==> config.mk <==
export PLATFORM = sky130hd
export DESIGN_NAME = tcp_timer
export DESIGN_NICKNAME = d
export VERILOG_FILES = /design/src/rtl/tcp_pkg.sv /design/src/rtl/tcp_timer.sv
export SDC_FILE = /design/constraint.sdc
export NUM_CORES = 1
export LEC_CHECK = 0
export BUFFER_PORTS_ARGS = -buffer_cell sky130_fd_sc_hd__buf_4
export CORE_MARGIN = 2
export CORE_UTILIZATION = 50
export CTS_CLUSTER_SIZE = 8
export DETAILED_ROUTE_END_ITERATION = 16
export PLACE_DENSITY_LB_ADDON = 0.08
export SYNTH_ARGS = -nofsm -noshare
export SYNTH_HDL_FRONTEND = slang
export SYNTH_SLANG_ARGS = --single-unit
==> constraint.sdc <==
create_clock -name ref_clk_in -period 3.4 [get_ports ref_clk_in]
set_input_delay 0.51 -clock ref_clk_in [delete_from_list [all_inputs] [get_ports ref_clk_in]]
set_output_delay 0.51 -clock ref_clk_in [all_outputs]
set_load 0.02 [all_outputs]
==> src/rtl/tcp_pkg.sv <==
package tcp_pkg;
   // register offsets
   localparam logic [3:0] TCP_CTRL_ADDR = 4'h0;
   localparam logic [3:0] TCP_PER_ADDR  = 4'h1;
   localparam logic [3:0] TCP_CMP_ADDR  = 4'h2;
   localparam logic [3:0] TCP_CNT_ADDR  = 4'h3;
   localparam logic [3:0] TCP_CAP_ADDR  = 4'h4;
   localparam logic [3:0] TCP_DEAD_ADDR = 4'h5;
   localparam logic [3:0] TCP_STAT_ADDR = 4'h6;
   localparam logic [3:0] TCP_MASK_ADDR = 4'h7;
   // reset values
   localparam logic [15:0] TCP_PER_RST  = 16'hFFFF;
   localparam logic [15:0] TCP_CMP_RST  = 16'h8000;
   localparam logic [7:0]  TCP_DEAD_RST = 8'h00;
   // status and mask bit positions
   localparam int TCP_EV_TC  = 0;
   localparam int TCP_EV_CMP = 1;
   localparam int TCP_EV_CAP = 2;
   // counting modes
   typedef enum logic [1:0] {
      TCP_FREE_RUN = 2'b00,
      TCP_ONE_SHOT = 2'b01,
      TCP_GATED    = 2'b10
   } tcp_mode_t;
   // compare conditions
   typedef enum logic [2:0] {
      less_than_cmp        = 3'b000,
      less_or_equal_cmp    = 3'b001,
      same_value_cmp       = 3'b010,
      greater_or_equal_cmp = 3'b011,
      greater_than_cmp     = 3'b100
   } tcp_cmp_t;
   // control register layout, msb first
   typedef struct packed {
      logic      cpl_en;
      logic [1:0] clk_sel;
      tcp_cmp_t  cmp_sel;
      tcp_mode_t mode;
      logic      run;
   } tcp_ctrl_t;
   localparam tcp_ctrl_t TCP_CTRL_RST = '{1'b0, 2'b00, less_than_cmp, TCP_FREE_RUN, 1'b0};
endpackage

==> src/rtl/tcp_timer.sv <==
// The address map and the plain strobed port were decided locally.
module tcp_timer
   import tcp_pkg::*;
#(
   parameter int DW = 16
)
(
   input  wire logic          ref_clk_in,
   input  wire logic          arst_n_in,
   input  wire logic [3:0]    addr_in,
   input  wire logic [DW-1:0] wdata_in,
   input  wire logic          we_in,
   input  wire logic          re_in,
   output logic [DW-1:0]      rdata_out,
   input  wire logic [2:0]    clk_src_in,
   input  wire logic          reset_in,
   input  wire logic          capture_in,
   input  wire logic          enable_in,
   input  wire logic          kill_in,
   output logic               cmp_out,
   output logic               cmp_n_out,
   output logic               tc_out,
   output logic               irq_out
);
   tcp_ctrl_t     ctrl_reg;
   logic [DW-1:0] per_reg;
   logic [DW-1:0] cmp_reg;
   logic [DW-1:0] cnt_reg;
   logic [DW-1:0] cap_reg;
   logic [7:0]    dead_reg;
   logic [7:0]    dcnt_reg;
   logic [2:0]    stat_reg;
   logic [2:0]    stat_next;
   logic [2:0]    mask_reg;
   logic [DW-1:0] rdata_reg;
   logic          run_q_reg;
   logic          active_reg;
   logic          cap_q_reg;
   logic          cmp_q_reg;
   logic          cmp_out_reg;
   logic          cmp_n_out_reg;
   logic          tc_reg;
   logic          irq_reg;
   logic          tick;
   logic          start_pls;
   logic          reload;
   logic          count_en;
   logic          at_zero;
   logic          cmp_raw;
   logic          cap_pls;
   logic [2:0]    ev;
   logic [3:0]    src_vec;

   // counting clock select, source 0 is every cycle
   assign src_vec   = {clk_src_in, 1'b1};
   assign tick      = src_vec[ctrl_reg.clk_sel];
   assign start_pls = ctrl_reg.run & ~run_q_reg;
   assign reload    = start_pls | reset_in;
   assign at_zero   = (cnt_reg == '0);
   // gate counting by mode and enable
   assign count_en  = active_reg & tick
                      & ((ctrl_reg.mode != TCP_GATED) | enable_in);
   assign cap_pls   = capture_in & ~cap_q_reg;

   // compare relation select
   always_comb
   begin
      case (ctrl_reg.cmp_sel)
         less_than_cmp:        cmp_raw = (cnt_reg <  cmp_reg);
         less_or_equal_cmp:    cmp_raw = (cnt_reg <= cmp_reg);
         same_value_cmp:       cmp_raw = (cnt_reg == cmp_reg);
         greater_or_equal_cmp: cmp_raw = (cnt_reg >= cmp_reg);
         greater_than_cmp:     cmp_raw = (cnt_reg >  cmp_reg);
         default:              cmp_raw = 1'b0;
      endcase
   end

   // interrupt events
   assign ev[TCP_EV_TC]  = count_en & at_zero & ~reload;
   // compare rise only while running, so reset raises no false edge
   assign ev[TCP_EV_CMP] = cmp_raw & ~cmp_q_reg & active_reg;
   assign ev[TCP_EV_CAP] = cap_pls;

   // register writes
   always_ff @(posedge ref_clk_in or negedge arst_n_in)
   begin
      if (!arst_n_in)
      begin
         ctrl_reg <= TCP_CTRL_RST;
         per_reg  <= TCP_PER_RST;
         cmp_reg  <= TCP_CMP_RST;
         dead_reg <= TCP_DEAD_RST;
         mask_reg <= '0;
      end
      else if (we_in)
      begin
         if (addr_in == TCP_CTRL_ADDR)
            ctrl_reg <= tcp_ctrl_t'(wdata_in[$bits(tcp_ctrl_t)-1:0]);
         else if (addr_in == TCP_PER_ADDR)
            per_reg <= wdata_in;
         else if (addr_in == TCP_CMP_ADDR)
            cmp_reg <= wdata_in;
         else if (addr_in == TCP_DEAD_ADDR)
            dead_reg <= wdata_in[7:0];
         else if (addr_in == TCP_MASK_ADDR)
            mask_reg <= wdata_in[2:0];
      end
   end

   // sticky status, set wins over write-one clear
   always_comb
   begin
      stat_next = stat_reg;
      if (we_in && addr_in == TCP_STAT_ADDR)
         stat_next = stat_reg & ~wdata_in[2:0];
      stat_next = stat_next | ev;
   end

   always_ff @(posedge ref_clk_in or negedge arst_n_in)
   begin
      if (!arst_n_in)
      begin
         stat_reg <= '0;
         irq_reg  <= 1'b0;
      end
      else
      begin
         stat_reg <= stat_next;
         irq_reg  <= |(stat_next & mask_reg);
      end
   end

   // read data, valid only the cycle after the strobe
   always_ff @(posedge ref_clk_in or negedge arst_n_in)
   begin
      if (!arst_n_in)
         rdata_reg <= '0;
      else if (!re_in)
         rdata_reg <= '0;
      else if (addr_in == TCP_CTRL_ADDR)
         rdata_reg <= DW'(ctrl_reg);
      else if (addr_in == TCP_PER_ADDR)
         rdata_reg <= per_reg;
      else if (addr_in == TCP_CMP_ADDR)
         rdata_reg <= cmp_reg;
      else if (addr_in == TCP_CNT_ADDR)
         rdata_reg <= cnt_reg;
      else if (addr_in == TCP_CAP_ADDR)
         rdata_reg <= cap_reg;
      else if (addr_in == TCP_DEAD_ADDR)
         rdata_reg <= DW'(dead_reg);
      else if (addr_in == TCP_STAT_ADDR)
         rdata_reg <= DW'(stat_reg);
      else if (addr_in == TCP_MASK_ADDR)
         rdata_reg <= DW'(mask_reg);
      else
         rdata_reg <= '0;
   end

   // run state, halts after one period in one shot
   always_ff @(posedge ref_clk_in or negedge arst_n_in)
   begin
      if (!arst_n_in)
      begin
         run_q_reg  <= 1'b0;
         active_reg <= 1'b0;
      end
      else
      begin
         run_q_reg <= ctrl_reg.run;
         if (!ctrl_reg.run)
            active_reg <= 1'b0;
         else if (start_pls)
            active_reg <= 1'b1;
         else if (ev[TCP_EV_TC] && ctrl_reg.mode == TCP_ONE_SHOT)
            active_reg <= 1'b0;
      end
   end

   // down counter with period reload
   always_ff @(posedge ref_clk_in or negedge arst_n_in)
   begin
      if (!arst_n_in)
         cnt_reg <= '0;
      else if (reload)
         cnt_reg <= per_reg;
      else if (count_en)
      begin
         if (!at_zero)
            cnt_reg <= cnt_reg - DW'(1);
         else if (ctrl_reg.mode != TCP_ONE_SHOT)
            cnt_reg <= per_reg;
      end
   end

   // terminal count held for one counting clock
   always_ff @(posedge ref_clk_in or negedge arst_n_in)
   begin
      if (!arst_n_in)
         tc_reg <= 1'b0;
      else if (ev[TCP_EV_TC])
         tc_reg <= 1'b1;
      else if (tick)
         tc_reg <= 1'b0;
   end

   // capture on rising edge of the capture input
   always_ff @(posedge ref_clk_in or negedge arst_n_in)
   begin
      if (!arst_n_in)
      begin
         cap_q_reg <= 1'b0;
         cap_reg   <= '0;
      end
      else
      begin
         cap_q_reg <= capture_in;
         if (cap_pls)
            cap_reg <= cnt_reg;
      end
   end

   // compare state and dead time counter
   always_ff @(posedge ref_clk_in or negedge arst_n_in)
   begin
      if (!arst_n_in)
      begin
         cmp_q_reg <= 1'b0;
         dcnt_reg  <= '0;
      end
      else
      begin
         cmp_q_reg <= cmp_raw;
         if (cmp_raw != cmp_q_reg)
            dcnt_reg <= dead_reg;
         else if (tick && dcnt_reg != '0)
            dcnt_reg <= dcnt_reg - 8'h01;
      end
   end

   // output stage with kill override
   always_ff @(posedge ref_clk_in or negedge arst_n_in)
   begin
      if (!arst_n_in)
      begin
         cmp_out_reg   <= 1'b0;
         cmp_n_out_reg <= 1'b0;
      end
      else if (kill_in)
      begin
         cmp_out_reg   <= 1'b0;
         cmp_n_out_reg <= 1'b0;
      end
      else if (ctrl_reg.cpl_en)
      begin
         cmp_out_reg   <= cmp_q_reg & (dcnt_reg == '0);
         cmp_n_out_reg <= ~cmp_q_reg & (dcnt_reg == '0);
      end
      else
      begin
         cmp_out_reg   <= cmp_q_reg;
         cmp_n_out_reg <= 1'b0;
      end
   end

   // outputs straight from flops
   assign rdata_out = rdata_reg;
   assign cmp_out   = cmp_out_reg;
   assign cmp_n_out = cmp_n_out_reg;
   assign tc_out    = tc_reg;
   assign irq_out   = irq_reg;
endmodule

==> impl_metrics.json, run 1 <==
{
  "status": "complete, no violations",
  "drc": 0,
  "setup_viol": 0,
  "grt_start_max_net_pins": 43,
  "drtAntennaViolNets": 0,
  "report.final.slew_viol_count": 0,
  "intPower_mw": 3.643,
  "vdd_ir_drop_max_mv": 0.4977,
  "finalClockSkew_ns": 0.008063,
  "place_area_sq_mm": 0.006476,
  "ctsResizeCount": 0,
  "slew_headroom": 0.3460,
  "rrSetupSlack_ns": 0.44,
  "end_kind": "flop",
  "fin_hold_ws_ns": 0.07865,
  "critical_path.startpoint_type": "flop",
  "antenna_found_initial": 0,
  "numCtsBuffers": 17,
  "initial_core_util": 0.5145,
  "synth_cells": 553,
  "synth_flop_cell": "dfrtp_1",
  "leakagePower_nw": 3.132,
  "powerDensity_mw_per_mm2": 773.7,
  "finalWirelength_mm": 15.66,
  "grtUsageTotal": 0.2628,
  "maxCapViolCount": 0,
  "yosysUniqueCellTypes": 57,
  "avgViaCountPerCell": 6.064,
  "required_ns": 3.71,
  "critPathKind": "reg -> reg",
  "hold_class": "in -> async",
  "final_common_cell": "dfrtp_1",
  "cp_max_fo": 3,
  "cp_cell_sequence": "inv_1 > ha_1 > nand4_1 > nor4_1 > a211o_1 > or3_1 > nand4_1 > ha_1 > a22o_1 > a22o_1 > a21o_1",
  "synthesis.area_sq_mm": 0.005899,
  "max_freq_ghz": 0.3381,
  "clock-sinks": 119,
  "cts_setup_buffers": 0,
  "drt_iter0_markers": 362,
  "dpl.hpwl_mm": 10.95,
  "syn_area_per_cell_sq_um": 10.67,
  "area_growth_pct": 19.34,
  "core_sq_mm": 0.01147,
  "ios": 51,
  "clk_pin_slew_ns": 0.05,
  "hold_violations": 0,
  "dieHeight_microns": 112.6,
  "multi_input_area_sq_mm": 0.002683,
  "p_comb_frac": 0.272,
  "cts-root-to-sink-buffers": 2,
  "clockRootBuffer": "clkbuf_16",
  "async_flop_share": 1.000,
  "fin_crit_sh": 0.8700,
  "tightest_slew_ns": 0.9786,
  "ys_seq_area_frac": 0.5084,
  "setup_ws_ns": 0.4421,
  "clock_power_share": 0.310,
  "drive_gt1_frac": 0.2919,
  "ff_latch_area_sq_mm": 0.002999,
  "num_rows": 39,
  "grt_pass1_wl_mm": 25.07,
  "cp_num_buf_inv": 1,
  "critPathTopFamily": "simple AND/OR/NAND/NOR gates",
  "switching_power_mw": 1.805,
  "gr-total-overflow": 0,
  "period_needed_ns": 2.958,
  "power_frac_seq": 0.419,
  "fin_area_sq_mm": 0.007041,
  "io_buffer_count": 50,
  "rsz0062_at_grt": "no",
  "cts_tree": "done",
  "htreeDepth": 4,
  "p_total_mw": 5.448,
  "die_area_sq_mm": 0.01268,
  "via_count": 4669,
  "slowest_delay_ns": 0.54,
  "nFillCells": 922,
  "switching_share": 0.3313,
  "synth.net_count": 604,
  "die_x_microns": 112.6,
  "n_antenna_cell": 0,
  "avgRoutedWirePerCell_microns": 20.34,
  "ys.warnings.count": 0,
  "insertion_delay_ns": 0.42,
  "ys_ff_latch": 119,
  "finalSetupTns_ns": 0,
  "fin_nets": 665,
  "cp_slowest_cell": "dfstp_2",
  "crit_arrival_ns": 3.26,
  "gp_congestion": 0.8793,
  "synth_edf_count": 0,
  "hold_buffers": 0,
  "mostFrequentLayoutCells": "102 x dfrtp_1, 66 x buf_4, 65 x mux2_2",
  "grt_pass1_vias": 4678,
  "drt-pass1-iter-count": 5,
  "post-place-ws_ns": 0.4875
}
## per-stage QoR
stage | std cells | utilization
2_1_floorplan | 553 | -
3_3_place_gp | 738 | 0.5648
3_5_place_dp | 738 | 0.5648
4_1_cts | 770 | 0.6140
5_1_grt | 770 | 0.6140
6_report | 770 | 0.6140
## kinds of logic (layout without fill, tap and decap cells)
| logic type | Yosys count | after routing | synth area share |
|---|---|---|---|
| mux | 69 | 69 | 0.1330 |
| simple gates | 138 | 138 | 0.1156 |
| buf+inv | 56 | 130 | 0.03690 |
| xor+xnor | 7 | 7 | 0.01039 |
| fa+ha+maj | 20 | 20 | 0.04242 |
| compound gates | 144 | 144 | 0.1533 |
| flops | 119 | 119 | 0.5084 |
## path summary, 6_finish.rpt
check	cells after the start	end	from
setup / recovery	11	irq_out$_DFF_PN0_	cmp_reg[15]$_DFFE_PN1P_
hold / removal	1	stat_reg[2]$_DFF_PN0_	arst_n_in
setup reg to reg	11	irq_out$_DFF_PN0_	cmp_reg[15]$_DFFE_PN1P_
hold reg to reg	0	run_q_reg$_DFF_PN0_	ctrl_reg[0]$_DFFE_PN0P_
max in group asynchronous	2	per_reg[11]$_DFFE_PN1P_	arst_n_in
min in group ref_clk_in	1	cap_q_reg$_DFF_PN0_	capture_in
## cell usage after synthesis (3+ instances only)
library cell,number,share of area
a21o_1,4,0.0051
a21oi_1,56,0.048
a222oi_1,13,0.022
a22o_1,3,0.0045
a22oi_1,8,0.010
a31oi_1,8,0.0085
and3_1,4,0.0042
clkbuf_1,18,0.011
dfrtp_1,102,0.43
dfstp_2,17,0.076
ha_1,20,0.042
inv_1,31,0.020
mux2_2,65,0.12
mux2i_1,3,0.0051
nand2_1,35,0.022
nand2b_1,8,0.0085
nand3_1,11,0.0093
nand4_1,10,0.011
nor2_1,38,0.024
nor3_1,9,0.0076
nor4_1,6,0.0064
o21ai_0,31,0.026
or3_1,6,0.0064
xnor2_1,6,0.0089
## metal layers
metal	vias to the layer above	GRT usage	wire, microns
li1	2162	-	-
met1	2320	0.3586	6850
met2	166	0.4140	7502
met3	21	0.06749	1066
met4	0	0.08455	244
met5	-	0	0
## final cells by class
| cell class | instances | area share |
|---|---|---|
| multi-input cells | 378 | 0.3810 |
| inverters | 32 | 0.01706 |
| well taps | 143 | 0.02541 |
| repair buffers | 66 | 0.07037 |
| flip-flops and latches | 119 | 0.4260 |
| clock inverters | 2 | 0.001422 |
| clock buffers | 30 | 0.07873 |
## power groups by stage
stage	clock network, mW	registers [mW]	logic [mW]
final	1.69	2.28	1.48
after global routing	1.78	2.34	1.65
after CTS	1.70	2.27	1.48
after detailed placement	0	2.30	1.47
after global placement	0	2.27	1.42
after floorplan	0	2.17	1.08
Note: power is estimated with default switching activity, not from simulation.
==> inputs of run 2 (changes only) <==
- CAP_MARGIN: default -> 20
- CORE_MARGIN: 2 -> default
==> impl_metrics.json, run 2 (synthesized netlist as in run 1, its figures left out) <==
{
  "startpoint": "cmp_reg[15]$_DFFE_PN1P_",
  "mostFrequentLayoutCells": "102 x dfrtp_1, 65 x mux2_2, 62 x buf_4",
  "die_area_sq_mm": 0.01224,
  "n_antenna_cell": 0,
  "antenna_found_initial": 0,
  "drtAntennaViolNets": 0,
  "via_count": 4647,
  "post-place-ws_ns": 0.4103,
  "required_ns": 3.71,
  "fin_hold_ws_ns": 0.1017,
  "vdd_ir_drop_max_mv": 0.4830,
  "crit_arrival_ns": 3.35,
  "hold_violations": 0,
  "report.final.slew_viol_count": 0,
  "drt_iter0_markers": 298,
  "io_buffer_count": 50,
  "cts_tree": "done",
  "period_needed_ns": 3.044,
  "initial_core_util": 0.5145,
  "clk_pin_slew_ns": 0.05,
  "avgRoutedWirePerCell_microns": 20.38,
  "grt_pass1_wl_mm": 25.47,
  "ctsResizeCount": 0,
  "final_common_cell": "dfrtp_1",
  "dieHeight_microns": 110.6,
  "end_kind": "flop",
  "rsz0062_at_grt": "no",
  "powerDensity_mw_per_mm2": 794.9,
  "setup_viol": 0,
  "stdcell_count": 767,
  "fin_nets": 662,
  "leakagePower_nw": 3.150,
  "final_util": 0.6175,
  "cp_cell_sequence": "inv_1 > ha_1 > nand4_1 > nor4_1 > a211o_1 > or3_1 > nand4_1 > ha_1 > a22o_1 > a22o_1 > a21o_1",
  "setup_ws_ns": 0.3562,
  "cts-root-to-sink-buffers": 2,
  "ios": 51,
  "placedCellCount": 735,
  "grt_pass1_vias": 4755,
  "critPathKind": "reg -> reg",
  "htreeDepth": 4,
  "insertion_delay_ns": 0.42,
  "finalWirelength_mm": 15.63,
  "clockRootBuffer": "clkbuf_16",
  "tightest_slew_ns": 0.9962,
  "gr-total-overflow": 0,
  "grt_start_max_net_pins": 73,
  "cp_num_buf_inv": 1,
  "drc": 0,
  "maxCapViolCount": 0,
  "core_sq_mm": 0.01147,
  "grtUsageTotal": 0.2760,
  "rr_startpoint": "cmp_reg[15]$_DFFE_PN1P_",
  "place_area_sq_mm": 0.006466,
  "finalSetupTns_ns": 0,
  "cp_max_fo": 3,
  "fin_area_sq_mm": 0.007081,
  "gp_congestion": 0.8560,
  "numCtsBuffers": 17,
  "nFillCells": 962,
  "crit_cells": 11,
  "num_rows": 39,
  "finalClockSkew_ns": 0.009863,
  "hold_class": "in -> async",
  "critical_path.startpoint_type": "flop",
  "cp_slowest_cell": "dfstp_2",
  "fin_crit_sh": 0.8952,
  "reg2reg_depth": 11,
  "clock-sinks": 119,
  "cts_setup_buffers": 0,
  "slew_headroom": 0.3343,
  "drive_gt1_frac": 0.2917,
  "status": "complete, no violations",
  "die_x_microns": 110.6,
  "slowest_delay_ns": 0.53,
  "hold_buffers": 0,
  "dpl.hpwl_mm": 10.72,
  "p_total_mw": 5.628,
  "area_growth_pct": 20.02,
  "avgViaCountPerCell": 6.059,
  "drt-pass1-iter-count": 6,
  "critPathTopFamily": "simple AND/OR/NAND/NOR gates",
  "max_freq_ghz": 0.3285
}
-- run 2: cell count changes in the layout (fill, tap and decap cells not counted), sizes merged --
cell | previous run | this run
bufinv | 0 | 4
buf | 66 | 63
clkinv | 3 | 7
clkbuf | 30 | 22
-- run 2: area by class of cell --
type | count | area, sq um | area share
clock buffers | 22 | 464.2 | 0.06556
clock inverters | 10 | 150.1 | 0.02121
inverters | 32 | 120.1 | 0.01696
multi-input cells | 378 | 2683 | 0.3789
flip-flops and latches | 119 | 2999 | 0.4236
well taps | 143 | 178.9 | 0.02527
repair buffers | 63 | 485.5 | 0.06856
-- run 2: routing by layer --
layer  track usage  wire length (microns)  vias up
met1        0.3559                   6627     2329
li1              -                      -     2143
met2        0.4290                   7482      137
met5             0                      0        -
met3       0.07300                    984       38
met4        0.1413                    534        0
-- run 2: path summary, 6_finish.rpt --
path / end / slack, ns
max in group asynchronous: per_reg[8]$_DFFE_PN1P_ / 2.45
hold / removal: mask_reg[0]$_DFFE_PN0P_ / 0.10
setup / recovery: irq_out$_DFF_PN0_ / 0.36
hold reg to reg: run_q_reg$_DFF_PN0_ / 0.46
setup reg to reg: irq_out$_DFF_PN0_ / 0.36
min in group ref_clk_in: cap_q_reg$_DFF_PN0_ / 0.20
-- run 2: power breakdown --
part / total [mW] / internal (mW) / switching [mW] / leakage, nW
registers: 2.28 / 1.87 / 0.410 / 1.44
logic: 1.48 / 0.691 / 0.792 / 1.41
clock network: 1.87 / 1.25 / 0.614 / 0.307
total: 5.63 / 3.81 / 1.82 / 3.15
